## src/smc_pkg.sv

```systemverilog
// Constants shared by the sensor mode-control block
package smc_pkg;
	// ----------------------------------------------------------------
	// Timing
	// ----------------------------------------------------------------
	localparam int CLK_PERIOD_NS   = 50;
	localparam int DETECT_TIME_NS  = 1000000;
	localparam int DETECT_CYCLES   = (DETECT_TIME_NS + CLK_PERIOD_NS - 1) / CLK_PERIOD_NS;
	localparam int NOTIFY_LOW_NS   = 500;
	localparam int NOTIFY_LOW_CYC0 = NOTIFY_LOW_NS / CLK_PERIOD_NS;
	localparam int NOTIFY_LOW_CYCLES = (NOTIFY_LOW_CYC0 < 1) ? 1 : NOTIFY_LOW_CYC0;
	// ----------------------------------------------------------------
	// Data formats
	// ----------------------------------------------------------------
	localparam int RAW_W     = 16;
	localparam int TRIM_W    = 16;
	localparam int ACC_W     = 14;
	localparam int MAG_W     = 16;
	localparam int AXES      = 3;
	localparam int TRIM_WORDS = 2 * AXES;
	localparam int ACC_LO_PAD = 16 - ACC_W;
	// ----------------------------------------------------------------
	// Field encodings
	// ----------------------------------------------------------------
	localparam logic [1:0] FS_2G      = 2'h0;
	localparam logic [1:0] FS_4G      = 2'h1;
	localparam logic [1:0] FS_8G      = 2'h2;
	localparam logic [1:0] MODS_HIRES = 2'h2;
endpackage

```

## src/smc_mode_ctrl.sv

```systemverilog
// Interface detection, reset notification, operating modes and data formatting
`timescale 1ns/100ps
`default_nettype none
module smc_mode_ctrl
	import smc_pkg::*;
#(
	parameter int DETECT_CYC = DETECT_CYCLES,
	parameter int EVENTS     = 8
) (
	input  wire logic                       ref_clk_i,
	input  wire logic                       reset_i,
	input  wire logic                       clk_en_i,
	input  wire logic                       core_supply_ok_i,
	input  wire logic                       soft_reset_i,
	input  wire logic                       addr_lsb_or_serial_out_pin_i,
	input  wire logic                       serial_out_data_i,
	input  wire logic                       serial_sel_active_i,
	input  wire logic                       serial_clk_pin_i,
	input  wire logic                       active_bit_i,
	input  wire logic                       sleep_req_i,
	input  wire logic [EVENTS-1:0]          events_i,
	input  wire logic [EVENTS-1:0]          route_to_second_i,
	input  wire logic [TRIM_W-1:0]          trim_data_i,
	input  wire logic                       trim_valid_i,
	input  wire logic                       fast_read_i,
	input  wire logic [1:0]                 full_scale_i,
	input  wire logic                       low_noise_i,
	input  wire logic [1:0]                 accel_mods_i,
	input  wire logic [2:0]                 mag_osr_i,
	input  wire logic                       mag_8bit_i,
	input  wire logic                       raw_valid_i,
	input  wire logic [AXES-1:0][RAW_W-1:0] accel_raw_i,
	input  wire logic [AXES-1:0][RAW_W-1:0] mag_raw_i,
	input  wire logic [AXES-1:0][7:0]       accel_user_off_i,
	input  wire logic [AXES-1:0][15:0]      mag_user_off_i,
	output logic                            strap_pull_up_o,
	output logic                            serial_out_o,
	output logic                            serial_out_oe_n_o,
	output logic                            spi_mode_o,
	output logic                            bus_enable_o,
	output logic                            serial_clk_rise_o,
	output logic                            first_interrupt_pin_o,
	output logic                            second_interrupt_pin_o,
	output logic                            digital_en_o,
	output logic                            analog_en_o,
	output logic                            subset_reset_o,
	output logic                            sleeping_o,
	output logic                            trim_rd_o,
	output logic [2:0]                      trim_addr_o,
	output logic [1:0]                      eff_full_scale_o,
	output logic [1:0]                      accel_osr_o,
	output logic [2:0]                      mag_osr_o,
	output logic                            skip_low_bytes_o,
	output logic                            mag_wide_o,
	output logic [AXES-1:0][7:0]            accel_hi_o,
	output logic [AXES-1:0][7:0]            accel_lo_o,
	output logic [AXES-1:0][7:0]            mag_hi_o,
	output logic [AXES-1:0][7:0]            mag_lo_o
);
	initial begin
		if (DETECT_CYC < 4 || DETECT_CYC > 65535) $error("smc_mode_ctrl: DETECT_CYC out of range");
		if (EVENTS < 1) $error("smc_mode_ctrl: EVENTS must be positive");
	end

	typedef enum logic [2:0] {ST_OFF, ST_DETECT, ST_TRIM, ST_NOTIFY, ST_RUN} smc_state_t;

	localparam logic [15:0] DET_LAST = 16'(DETECT_CYC - 1);
	localparam logic [15:0] DET_HALF = 16'(DETECT_CYC / 2);
	localparam logic [3:0]  NOTE_LAST = 4'(NOTIFY_LOW_CYCLES - 1);

	// ----------------------------------------------------------------
	// Synchronisers for pins and the supply monitor
	// ----------------------------------------------------------------
	logic [2:0] meta_reg;
	logic [2:0] sync_reg;
	logic       sclk_prev_reg;
	logic       core_ok;
	logic       strap_level;
	logic       sclk_level;

	always_ff @(posedge ref_clk_i or posedge reset_i) begin
		if (reset_i) begin
			meta_reg      <= '0;
			sync_reg      <= '0;
			sclk_prev_reg <= 1'b0;
		end else if (clk_en_i) begin
			meta_reg      <= {serial_clk_pin_i, addr_lsb_or_serial_out_pin_i, core_supply_ok_i};
			sync_reg      <= meta_reg;
			sclk_prev_reg <= sync_reg[2];
		end
	end
	assign core_ok     = sync_reg[0];
	assign strap_level = sync_reg[1];
	assign sclk_level  = sync_reg[2];

	// ----------------------------------------------------------------
	// Reset sequence: detect, trim load, notify
	// ----------------------------------------------------------------
	smc_state_t state_reg, state_next;
	logic [15:0]       det_cnt_reg;
	logic [3:0]        note_cnt_reg;
	logic              up_sample_reg;
	logic              spi_reg;
	logic              pulse_low_reg;
	logic [2:0]        trim_idx_reg;
	logic              trim_rd_reg;
	logic              trim_wait_reg;
	logic [TRIM_W-1:0] trim_reg [TRIM_WORDS];
	logic              restart;
	logic              det_done;
	logic              trim_done;
	logic              note_done;
	logic              floating;

	assign restart   = !core_ok || soft_reset_i;
	assign det_done  = (state_reg == ST_DETECT) && (det_cnt_reg == DET_LAST);
	assign trim_done = trim_valid_i && (trim_idx_reg == 3'(TRIM_WORDS - 1));
	assign note_done = !pulse_low_reg || (note_cnt_reg == NOTE_LAST);
	// Pin follows the weak pull both ways only when nothing holds it
	assign floating  = up_sample_reg && !strap_level;

	always_comb begin
		state_next = state_reg;
		unique case (state_reg)
			ST_OFF:    if (core_ok) state_next = ST_DETECT;
			ST_DETECT: if (det_done) state_next = ST_TRIM;
			ST_TRIM:   if (trim_done) state_next = ST_NOTIFY;
			ST_NOTIFY: if (note_done) state_next = ST_RUN;
			ST_RUN:    state_next = ST_RUN;
		endcase
		if (!core_ok) state_next = ST_OFF;
		else if (soft_reset_i) state_next = ST_DETECT;
	end

	always_ff @(posedge ref_clk_i or posedge reset_i) begin
		if (reset_i) begin
			state_reg <= ST_OFF;
		end else if (clk_en_i) begin
			state_reg <= state_next;
		end
	end

	// Strap pulled up for the first half of the window, down for the second
	always_ff @(posedge ref_clk_i or posedge reset_i) begin
		if (reset_i) begin
			det_cnt_reg   <= '0;
			up_sample_reg <= 1'b0;
			spi_reg       <= 1'b0;
		end else if (clk_en_i) begin
			if (state_reg != ST_DETECT || restart) begin
				det_cnt_reg <= '0;
			end else begin
				det_cnt_reg <= det_cnt_reg + 16'h0001;
			end
			if (state_reg == ST_DETECT && det_cnt_reg == DET_HALF) begin
				up_sample_reg <= strap_level;
			end
			if (det_done && !restart) begin
				spi_reg <= floating;
			end
		end
	end

	// Trim words arrive one per read; one read stays outstanding until trim_valid_i
	always_ff @(posedge ref_clk_i or posedge reset_i) begin
		if (reset_i) begin
			trim_idx_reg  <= '0;
			trim_rd_reg   <= 1'b0;
			trim_wait_reg <= 1'b0;
			for (int i = 0; i < TRIM_WORDS; i++) trim_reg[i] <= '0;
		end else if (clk_en_i) begin
			trim_rd_reg <= (state_next == ST_TRIM) && !restart && !trim_valid_i && !trim_rd_reg &&
			               !trim_wait_reg;
			trim_wait_reg <= (trim_wait_reg || trim_rd_reg) && !trim_valid_i && !restart;
			if (state_reg != ST_TRIM) begin
				trim_idx_reg <= '0;
			end else if (trim_valid_i) begin
				trim_reg[trim_idx_reg] <= trim_data_i;
				trim_idx_reg           <= trim_idx_reg + 3'h1;
			end
		end
	end

	// Soft reset remembers the pin level; after a hard reset the pin sits low
	always_ff @(posedge ref_clk_i or posedge reset_i) begin
		if (reset_i) begin
			pulse_low_reg <= 1'b0;
			note_cnt_reg  <= '0;
		end else if (clk_en_i) begin
			if (soft_reset_i) begin
				pulse_low_reg <= first_interrupt_pin_o;
			end else if (!core_ok) begin
				pulse_low_reg <= 1'b0;
			end
			if (state_reg == ST_NOTIFY) begin
				note_cnt_reg <= note_cnt_reg + 4'h1;
			end else begin
				note_cnt_reg <= '0;
			end
		end
	end

	// ----------------------------------------------------------------
	// Operating modes and interrupt pins
	// ----------------------------------------------------------------
	logic       run;
	logic       act;
	logic       act_prev_reg;
	logic       first_interrupt_pin_next;
	logic       int2_next;
	logic [1:0] eff_fs;
	logic       pin_drive_next;

	assign run = (state_reg == ST_RUN);
	assign act = run && active_bit_i;
	// Pins idle high and pull low on an event, so the notify pulse ends at the idle level
	assign int2_next = !(act && |(events_i & route_to_second_i));
	assign first_interrupt_pin_next = (state_reg == ST_NOTIFY) ? !(pulse_low_reg && !note_done) :
	                   (state_reg == ST_RUN) ? !(act && |(events_i & ~route_to_second_i)) :
	                   first_interrupt_pin_o;
	assign eff_fs = (low_noise_i && full_scale_i == FS_8G) ? FS_4G : full_scale_i;
	assign pin_drive_next = run && spi_reg && serial_sel_active_i;

	always_ff @(posedge ref_clk_i or posedge reset_i) begin
		if (reset_i) begin
			act_prev_reg           <= 1'b0;
			first_interrupt_pin_o  <= 1'b0;
			second_interrupt_pin_o <= 1'b0;
			digital_en_o           <= 1'b0;
			analog_en_o            <= 1'b0;
			subset_reset_o         <= 1'b0;
			sleeping_o             <= 1'b0;
			bus_enable_o           <= 1'b0;
			serial_clk_rise_o      <= 1'b0;
			serial_out_o           <= 1'b0;
			serial_out_oe_n_o      <= 1'b1;
			strap_pull_up_o        <= 1'b1;
		end else if (clk_en_i) begin
			act_prev_reg           <= act;
			first_interrupt_pin_o  <= first_interrupt_pin_next;
			second_interrupt_pin_o <= int2_next;
			digital_en_o           <= core_ok;
			analog_en_o            <= act;
			subset_reset_o         <= act && !act_prev_reg;
			sleeping_o             <= act && sleep_req_i;
			bus_enable_o           <= run;
			serial_clk_rise_o      <= run && sclk_level && !sclk_prev_reg;
			serial_out_o           <= serial_out_data_i;
			serial_out_oe_n_o      <= !pin_drive_next;
			strap_pull_up_o        <= !(state_reg == ST_DETECT && det_cnt_reg >= DET_HALF);
		end
	end

	// ----------------------------------------------------------------
	// Format and oversampling settings
	// ----------------------------------------------------------------
	always_ff @(posedge ref_clk_i or posedge reset_i) begin
		if (reset_i) begin
			eff_full_scale_o <= FS_2G;
			accel_osr_o      <= '0;
			mag_osr_o        <= '0;
			skip_low_bytes_o <= 1'b0;
			mag_wide_o       <= 1'b1;
		end else if (clk_en_i) begin
			eff_full_scale_o <= eff_fs;
			accel_osr_o      <= accel_mods_i;
			mag_osr_o        <= mag_osr_i;
			skip_low_bytes_o <= fast_read_i;
			mag_wide_o       <= !mag_8bit_i;
		end
	end

	// ----------------------------------------------------------------
	// Per-axis compensation
	// ----------------------------------------------------------------
	logic load;
	assign load = act && raw_valid_i;

	for (genvar a = 0; a < AXES; a++) begin : g_axis
		logic signed [ACC_W-1:0] acc;
		logic signed [MAG_W-1:0] mag;

		// Raw counts are 0.244 mg; a shift of two gives 0.976 mg at 8 g
		smc_axis_comp #(.IN_W(RAW_W), .OUT_W(ACC_W)) u_acc (
			.ref_clk_i     (ref_clk_i),
			.reset_i       (reset_i),
			.clk_en_i      (clk_en_i),
			.load_i        (load),
			.raw_i         (accel_raw_i[a]),
			.factory_off_i (trim_reg[a]),
			.user_off_i    (RAW_W'(signed'(accel_user_off_i[a]))),
			.shift_i       (eff_fs),
			.comp_o        (acc)
		);
		smc_axis_comp #(.IN_W(RAW_W), .OUT_W(MAG_W)) u_mag (
			.ref_clk_i     (ref_clk_i),
			.reset_i       (reset_i),
			.clk_en_i      (clk_en_i),
			.load_i        (load),
			.raw_i         (mag_raw_i[a]),
			.factory_off_i (trim_reg[a + AXES]),
			.user_off_i    (mag_user_off_i[a]),
			.shift_i       (2'h0),
			.comp_o        (mag)
		);
		// Upper eight bits alone are the fast-read result, 64 times coarser for accel, 256 times for mag
		assign accel_hi_o[a] = acc[ACC_W-1:ACC_W-8];
		assign accel_lo_o[a] = {acc[ACC_W-9:0], ACC_LO_PAD'(0)};
		assign mag_hi_o[a]   = mag[MAG_W-1:MAG_W-8];
		assign mag_lo_o[a]   = mag[7:0];
	end

	assign spi_mode_o  = spi_reg;
	assign trim_rd_o   = trim_rd_reg;
	assign trim_addr_o = trim_idx_reg;

	// ----------------------------------------------------------------
	// Assertions
	// ----------------------------------------------------------------
	logic [3:0] low_run_reg;
	always_ff @(posedge ref_clk_i or posedge reset_i) begin
		if (reset_i) low_run_reg <= '0;
		else if (clk_en_i) low_run_reg <= (state_reg == ST_NOTIFY && !first_interrupt_pin_o) ?
		                                  low_run_reg + 4'h1 : '0;
	end

	a_spi_choice: assert property (@(posedge ref_clk_i) disable iff (reset_i)
		clk_en_i && det_done && !restart |=> spi_reg == $past(floating))
		else $error("interface choice not taken from strap");
	a_choice_held: assert property (@(posedge ref_clk_i) disable iff (reset_i)
		state_reg == ST_RUN && $past(state_reg) == ST_RUN |-> $stable(spi_reg))
		else $error("interface choice changed while running");
	a_notify_len: assert property (@(posedge ref_clk_i) disable iff (reset_i)
		low_run_reg <= 4'(NOTIFY_LOW_CYCLES))
		else $error("reset notify low too long");
	a_notify_rise: assert property (@(posedge ref_clk_i) disable iff (reset_i)
		clk_en_i && state_reg == ST_NOTIFY && !pulse_low_reg && core_ok && !soft_reset_i
		|=> first_interrupt_pin_o)
		else $error("reset notify did not rise");
	a_off_quiet: assert property (@(posedge ref_clk_i) disable iff (reset_i)
		clk_en_i && !core_ok |=> state_reg == ST_OFF ##1 !bus_enable_o && !analog_en_o)
		else $error("not off with core supply low");
	a_standby: assert property (@(posedge ref_clk_i) disable iff (reset_i)
		clk_en_i && run && !active_bit_i |=> !analog_en_o && bus_enable_o)
		else $error("standby state wrong");
	a_subset_rst: assert property (@(posedge ref_clk_i) disable iff (reset_i)
		subset_reset_o |-> analog_en_o && !$past(analog_en_o))
		else $error("subset reset without activation");
	a_sleep_sub: assert property (@(posedge ref_clk_i) disable iff (reset_i)
		sleeping_o |-> analog_en_o)
		else $error("sleep outside active");
	a_ln_range: assert property (@(posedge ref_clk_i) disable iff (reset_i)
		clk_en_i && low_noise_i |=> eff_full_scale_o != FS_8G)
		else $error("low noise allowed 8 g");
	a_pin_quiet: assert property (@(posedge ref_clk_i) disable iff (reset_i)
		state_reg == ST_DETECT |-> serial_out_oe_n_o || $past(state_reg) != ST_DETECT)
		else $error("shared pin driven during detection");

	c_spi_run: cover property (@(posedge ref_clk_i) disable iff (reset_i)
		run && spi_reg);
	c_notify_pulse: cover property (@(posedge ref_clk_i) disable iff (reset_i)
		state_reg == ST_NOTIFY && !first_interrupt_pin_o ##1 first_interrupt_pin_o);
	c_activate: cover property (@(posedge ref_clk_i) disable iff (reset_i)
		subset_reset_o);
	c_int2: cover property (@(posedge ref_clk_i) disable iff (reset_i)
		!second_interrupt_pin_o);
endmodule
`default_nettype wire

```

## src/smc_axis_comp.sv

```systemverilog
// One axis of offset compensation, range scaling and saturation
`timescale 1ns/100ps
`default_nettype none
module smc_axis_comp #(
	parameter int IN_W  = 16,
	parameter int OUT_W = 14
) (
	input  wire logic                    ref_clk_i,
	input  wire logic                    reset_i,
	input  wire logic                    clk_en_i,
	input  wire logic                    load_i,
	input  wire logic signed [IN_W-1:0]  raw_i,
	input  wire logic signed [IN_W-1:0]  factory_off_i,
	input  wire logic signed [IN_W-1:0]  user_off_i,
	input  wire logic        [1:0]       shift_i,
	output logic signed      [OUT_W-1:0] comp_o
);
	initial begin
		if (OUT_W > IN_W || OUT_W < 8) $error("smc_axis_comp: OUT_W out of range");
	end

	localparam logic signed [IN_W+1:0] MAX_V = (IN_W+2)'((1 <<< (OUT_W-1)) - 1);
	localparam logic signed [IN_W+1:0] MIN_V = -(IN_W+2)'(1 <<< (OUT_W-1));

	logic signed [IN_W+1:0]  sum;
	logic signed [IN_W+1:0]  scaled;
	logic signed [OUT_W-1:0] comp_next;
	logic signed [OUT_W-1:0] comp_reg;

	// Factory trim first, user offset on top of it
	assign sum       = (IN_W+2)'(raw_i) + (IN_W+2)'(factory_off_i) + (IN_W+2)'(user_off_i);
	assign scaled    = sum >>> shift_i;
	assign comp_next = (scaled > MAX_V) ? MAX_V[OUT_W-1:0] :
	                   (scaled < MIN_V) ? MIN_V[OUT_W-1:0] : scaled[OUT_W-1:0];

	always_ff @(posedge ref_clk_i or posedge reset_i) begin
		if (reset_i) begin
			comp_reg <= '0;
		end else if (clk_en_i && load_i) begin
			comp_reg <= comp_next;
		end
	end
	assign comp_o = comp_reg;
endmodule
`default_nettype wire

```

## config.mk

```make
export PLATFORM = sky130hd
export DESIGN_NAME = smc_mode_ctrl
export DESIGN_NICKNAME = d
export VERILOG_FILES = /design/src/smc_pkg.sv /design/src/smc_mode_ctrl.sv /design/src/smc_axis_comp.sv
export SDC_FILE = /design/constraint.sdc
export NUM_CORES = 1
export LEC_CHECK = 0
export BUFFER_PORTS_ARGS = -buffer_cell sky130_fd_sc_hd__buf_2
export CAP_MARGIN = 5
export CORE_ASPECT_RATIO = 1.25
export CORE_MARGIN = 2
export CORE_UTILIZATION = 41
export DETAILED_ROUTE_END_ITERATION = 12
export GPL_ROUTABILITY_DRIVEN = 0
export SLEW_MARGIN = 20
export SYNTH_ARGS = -nofsm -noshare
export SYNTH_HDL_FRONTEND = slang
export SYNTH_SLANG_ARGS = --single-unit
```

## constraint.sdc

```tcl
create_clock -name ref_clk_i -period 8.8 [get_ports ref_clk_i]
set_input_delay 1.76 -clock ref_clk_i [delete_from_list [all_inputs] [get_ports ref_clk_i]]
set_output_delay 1.76 -clock ref_clk_i [all_outputs]
set_load 0.01 [all_outputs]
```

Word level (Yosys, flattened, before mapping)
Cells that the tools add are included.
Word-level totals
  flip-flop bits (word level): 244
  output and inout bits: 121
  word-level logic and storage cells: 178
Cells by class
  add/sub/neg operators: 15
  magnitude comparators: 15
  equal/unequal tests: 13
  shift-type cells: 3
  mux-type cells: 30
  bitwise logic cells: 5
  reduce and logical (&&, ||, !) cells: 57
Operators with widths (number)
  two-way mux 16 bit: 8
  adder 16 x 16 -> 17 bit: 6
  bitwise mux 96 bit: 1
  two-way mux 14 bit: 6
  adder 17 x 16 -> 18 bit: 3
  adder 17 x 8 -> 18 bit: 3
  > comparator 18 x 14 -> 1 bit, second input constant: 3
  > comparator 18 x 16 -> 1 bit, second input constant: 3
  < comparator 18 x 14 -> 1 bit, second input constant: 3
  < comparator 18 x 16 -> 1 bit, second input constant: 3
  >>> shifter 18 x 2 -> 18 bit: 3
  demux 16 bit (select 3 bit): 1
  logical AND 1 bit: 26
  two-way mux 3 bit: 7
  adder 16 x 1 -> 16 bit, second input constant: 1
  bitwise AND 8 bit: 2
  == test 16 x 14 -> 1 bit, second input constant: 1
  == test 16 x 15 -> 1 bit, second input constant: 1
  >= comparator 16 x 14 -> 1 bit, second input constant: 1
  zero test 1 bit: 16
  OR reduction 8 bit: 2
  one-hot mux 3 bit (5 select lines): 1
  AND reduction 2 bit: 5
  == test 3 x 2 -> 1 bit, second input constant: 3
  21 further kinds: 29

Longest topological paths before layout
  depth in word-level cells: 11
  mapped depth: 16
  gate-level depth less buffers: 14

Modules after synthesis
Synthesis repeated with hierarchy kept, for this count alone.
Second synthesis, totals
  cell total of the unflattened synthesis: 2096
  area, all modules: 20599.8 um^2
Modules (own cells, without submodules)
  smc_mode_ctrl: times used 1, cells each 516, area an instance 6786.5 um^2, sequential area each 3857.4 um^2
  smc_axis_comp at g_axis[0].u_mag: times used 1, cells each 250, area an instance 2362.3 um^2, sequential area each 400.4 um^2
  smc_axis_comp at g_axis[0].u_acc: times used 1, cells each 267, area an instance 2334.7 um^2, sequential area each 350.3 um^2
  smc_axis_comp at g_axis[2].u_mag: times used 1, cells each 250, area an instance 2323.5 um^2, sequential area each 400.4 um^2
  smc_axis_comp at g_axis[1].u_acc: times used 1, cells each 278, area an instance 2272.2 um^2, sequential area each 350.3 um^2
  smc_axis_comp at g_axis[1].u_mag: times used 1, cells each 265, area an instance 2263.4 um^2, sequential area each 400.4 um^2
  smc_axis_comp at g_axis[2].u_acc: times used 1, cells each 270, area an instance 2257.2 um^2, sequential area each 350.3 um^2

Worst setup path before layout
No wires, ideal clock.
  path type: input to register
  start: in accel_raw_i[33] (netlist name)
  end: reg g_axis[2].u_acc.comp_reg[2]
  library setup time: 0.126 ns
  arrival: 5.124 ns
  data required time: 8.674 ns
  path slack: 3.550 ns
  stages on the path: 14
  buffers on the path: 1
  cells stage by stage: inv_1 -> fa_1 -> inv_1 -> ha_1 -> fa_1 -> a21o_1 -> a2111oi_4 -> o21ai_2 -> a31o_4 -> o31a_1 -> a41o_1 -> o31a_1 -> buf_6 -> a221o_1
On the way
  cells in the longest elaborated chain, start to end: 6
  elaborated cells on any way between the ends: 7
  those cells by class: add/sub: 2; order compare: 2; shift: 1; mux: 2
RTL lines
  start: declaration: RTL line smc_mode_ctrl.sv:32  | input wire logic [AXES-1:0][RAW_W-1:0] accel_raw_i,
  adder 16 x 16 -> 17 bit *: RTL line smc_axis_comp.sv:31  | assign sum = (IN_W+2)'(raw_i) + (IN_W+2)'(factory_off_i) + (IN_W+2)'(user_off_i);
  adder 17 x 8 -> 18 bit *: RTL line smc_axis_comp.sv:31
  >>> shifter 18 x 2 -> 18 bit *: RTL line smc_axis_comp.sv:32  | assign scaled = sum >>> shift_i;
  < comparator 18 x 14 -> 1 bit: RTL line smc_axis_comp.sv:34  | (scaled < MIN_V) ? MIN_V[OUT_W-1:0] : scaled[OUT_W-1:0];
  two-way mux 14 bit: RTL line smc_axis_comp.sv:34
  two-way mux 14 bit *: RTL line smc_axis_comp.sv:33  | assign comp_next = (scaled > MAX_V) ? MAX_V[OUT_W-1:0] :
  end signal: assignment: RTL line smc_axis_comp.sv:40  | comp_reg <= comp_next;
  end: declaration: RTL line smc_axis_comp.sv:28  | logic signed [OUT_W-1:0] comp_reg;
Every way passes the cells marked *; elsewhere a longest branch is shown, timed or not.
A chain may end at the register's enable or synchronous reset.

Final worst setup path
  start: in accel_raw_i[33] (netlist name)
  end: reg g_axis[2].u_acc.comp_reg[10]
The elaborated chain is that of the path after synthesis.

==> results.txt <==
----------------------------------------------------
[Outcome]
  Outcome ... finished, final reports clean

[Global route]
  Global-route usage over all layers ... 23.6%
  Initial antenna violation count ... 7
  Number of global-route vias before repair ... 15200
  Overflow after GRT ... 0
  Wire length of the first global-routing pass ... 83700 um
  Pin count of the biggest net entering global routing ... 117

[Yosys]
  Number of synthesized flops with an enable pin ... 0
  Dominant cells by area after synthesis ... dfrtp_1 (34%), fa_1 (11%), mux2_2 (7.5%), ha_1 (7.1%), nand2_1 (3.3%)
  Unique masters post-synth ... 84
  Share of synthesized cell area in and, or, nand and nor gates ... 12.5%
  Area share of the leading cell type in the synthesized netlist ... 33.5%
  Dominant cell type by area after synthesis ... dfrtp_1
  Async set-or-reset flop fraction in the synthesized netlist ... 100%
  Ys flop type ... dfrtp_1
  Adder-cell share of the synthesized area ... 18.5%
  Xor-xnor portion of the synthesized cell area ... 3.84%
  Cells after synthesis ... 1823
  Post-Synthesis Cell Area ... 18000 um^2
  Number of warnings printed during yosys synthesis ... 0
  Seq cells post-synth ... 244
  Main combinational cell family by area after synthesis ... adder cells
  Sequential area share after synthesis ... 33.9%
  Post-Syn Area per Cell ... 9.87 um^2
  Multiplexer fraction of the synthesized cell area ... 8.91%
  Complex-gate fraction of the synthesized area ... 17.9%

[Floorplan]
  Top-Level Pins ... 344
  Total Die Area ... 45600 um^2
  Standard-cell row count ... 85
  Starting Density ... 41.7%
  Die Width ... 191 um
  Area inside the core boundary ... 43200 um^2
  Vert. Die Dim ... 238 um

[STA]
  Final worst path period share ... 59.4%
  RSZ-0062 raised after global routing ... no
  Total Negative Setup Slacks ... 0 ps
  Number of pins exceeding their max-slew limit in the final report ... 0
  Worst clock skew ... 12.0 ps
  Max-Slew Margin vs Limit ... 29.5%
  Minimum setup slack in the final design ... 3570 ps
  Count of endpoints failing setup in the final report ... 0
  Hold violation count in the final report ... 0
  Actual slew at the worst max-slew pin ... 1050 ps
  Maximum operating frequency ... 191 MHz
  Clock period minus final worst setup slack ... 5230 ps

[Final layout]
  Top library cells by usage in the layout, fill and taps aside ... buf_2 (337), dfrtp_1 (241), nand2_1 (156)
  Area of combinational cells with multiple inputs ... 11100 um^2
  Max reg flops ... 96
  Area of all placed cells without fillers ... 21100 um^2
  Area growth from synthesis to layout ... 17.4%
  Leading cell type in the layout, fill and taps excluded ... buf_2
  Final-stage net count ... 2553
  Ratio of cells with drive above 1 in the final layout ... 25.4%
  Fill cell count ... 4101
  Area occupied by registers ... 6110 um^2

[Placed design]
  Buffers added on ports ... 337
  Post-placement setup slack ... 3010 ps
  Area after detailed placement ... 20200 um^2
  Estimated wirelength of the detail-placed design ... 40200 um

[Critical path]
  Critical path capture point type ... flip-flop
  Worst reg2reg path endpoint ... g_axis[2].u_acc.comp_o[10]$_DFFE_PP0P_
  Reg2Reg Launch Point ... trim_reg[49]$_DFFE_PP0P_
  Critical path arrival ... 5730 ps
  Setup crit end ... g_axis[2].u_acc.comp_o[10]$_DFFE_PP0P_
  Category of the critical setup timing path ... in -> reg
  Critical-path maximum fanout ... 13
  Data required time at the worst endpoint ... 9300 ps
  Register-to-register setup slack ... 4520 ps
  Launching element type of the critical path ... primary input
  Depth of the worst register-to-register path ... 14
  Critical path startpoint ... accel_raw_i[33]

[Clock network]
  CTS tree ... yes
  H-Tree Level Count ... 1
  Clock slew at the register clock pins of the worst setup and hold paths ... 60 ps
  Clock network latency to the later pin of the worst-skew pair ... 560 ps
  Count of hold buffers inserted by post-cts repair ... 0
  Buffers from clock root to sink, at most ... 3
  Number of buffers inserted during clock tree synthesis ... 29
  Number of buffers added for setup after CTS ... 0
  Master cell of the clock root buffer ... clkbuf_16
  Clk sinks ... 244
  Post-CTS sizing ... 0

[Power]
  Switching fraction of total power ... 33.1%
  Power dissipated by switching net loads ... 1.14 mW
  Power per cell area ... 163 nW/um^2
  Combinational group share of total power ... 29.6%
  Int Pwr ... 2.31 mW
  Register share of total power ... 35.3%
  Leakage power total ... 10.7 nW
  Part of the total power dissipated in the clock network ... 35.1%
  Maximum vdd ir drop ... 0.136 mV

[Detailed routing]
  Number of design-rule violations left by the first detailed-router iteration ... 897
  Count of vias placed by the detailed router ... 15000
  Post-DR vias/cell ... 5.50
  Average wire length per cell after detail routing ... 19.7 um
  Final WL ... 53500 um
  Drt first pass iters ... 5
  Post-route ant nets ... 0
  DRC violation count after routing ... 0

[Hold path]
  Source of the worst hold timing path ... mag_wide_o$_DFFE_PP1P_
  Worst hold path depth ... 2
  HP Class ... reg -> reg

[Job]
  Max-capacitance violation count ... 0

----------------------------------------------------
==> per-stage QoR <==
stage | util (%) | cells | total power [mW] | hold WS (ps)
2_1_floorplan | - | 1828 | 1.94 | 457
3_3_place_gp | 46.7 | 2659 | 2.25 | 451
3_5_place_dp | 46.7 | 2659 | 2.26 | 472
4_1_cts | 48.8 | 2712 | 3.49 | 487
5_1_grt | 48.9 | 2715 | 3.66 | 492
6_report | 49.0 | 2720 | 3.45 | 482
==> power by group through the flow <==
stage | sequential (mW) | clock, mW | combinational [mW]
3_3_place_gp | 1.24 | 0 | 1.01
5_1_grt | 1.22 | 1.29 | 1.15
3_5_place_dp | 1.24 | 0 | 1.02
6_report | 1.22 | 1.21 | 1.02
2_1_floorplan | 1.25 | 0 | 0.687
4_1_cts | 1.22 | 1.25 | 1.03
==> metal layers <==
layer  up-vias  wire length [um]  share of wire, %  global-route usage [%]
met3        91              2910               5.4                    3.79
met5         -                24             0.045                       0
met2       418             26800                50                    41.2
met1      7294             21900                41                    28.9
met4         4              1880               3.5                    9.23
li1       7150                 -                 -                       -
==> critical path: stages <==
cell       delay (ps)
buf_2              70
inv_1              50
fa_1              520
inv_1              40
ha_1              230
fa_1              430
a21o_1            240
a2111oi_4         390
o21ai_2           150
a211oi_1          250
o21ai_0           140
o311ai_0          160
o2111ai_1         200
o21bai_1          800
a221o_2           300
==> cell usage after synthesis, drive strengths merged (13+ instances only) <==
| library cell | instances |
|---|---|
| a211oi | 25 |
| a21o | 38 |
| a21oi | 109 |
| a221o | 26 |
| a31oi | 15 |
| and3 | 22 |
| buf | 25 |
| clkbuf | 56 |
| dfrtp | 241 |
| fa | 102 |
| ha | 102 |
| inv | 114 |
| mux2 | 120 |
| mux2i | 23 |
| nand2 | 158 |
| nand2b | 15 |
| nand3 | 60 |
| nand4 | 20 |
| nor2 | 139 |
| nor3 | 24 |
| o211ai | 27 |
| o21a | 15 |
| o21ai | 92 |
| o21bai | 13 |
| o22ai | 13 |
| xnor2 | 49 |
| xor2 | 30 |
==> final cells by class <==
| cell class | count | share of cell area, % |
|---|---|---|
| antenna | 7 | 0.0829 |
| inverter | 114 | 2.06 |
| timing repair buffer | 348 | 8.47 |
| multi-input combinational | 1389 | 52.7 |
| sequential | 244 | 28.9 |
| clock buffer | 43 | 3.78 |
| clock inverter | 10 | 0.622 |
| tap | 565 | 3.34 |
==> cells by family after synthesis <==
| family | after synthesis |
|---|---|
| xor gates and xnor gates | 79 |
| and+or+nand+nor | 490 |
| other | 1 |
| adders and majority gates | 206 |
| buffers and inverters | 195 |
| muxes | 144 |
| DFF | 244 |
| AOI/OAI and AO/OA | 464 |
==> how the worst min path moves through the flow <==
stage | endpoint | slack [ps]
after global routing | mag_wide_o$_DFFE_PP1P_ | 490
after global placement | mag_wide_o$_DFFE_PP1P_ | 450
after detailed placement | g_axis[1].u_acc.comp_o[13]$_DFFE_PP0P_ | 470
after floorplan | note_cnt_reg[3]$_DFFE_PP0P_ | 460
after CTS | mag_wide_o$_DFFE_PP1P_ | 490
final | mag_wide_o$_DFFE_PP1P_ | 480
(Power assumes the default switching activity.)
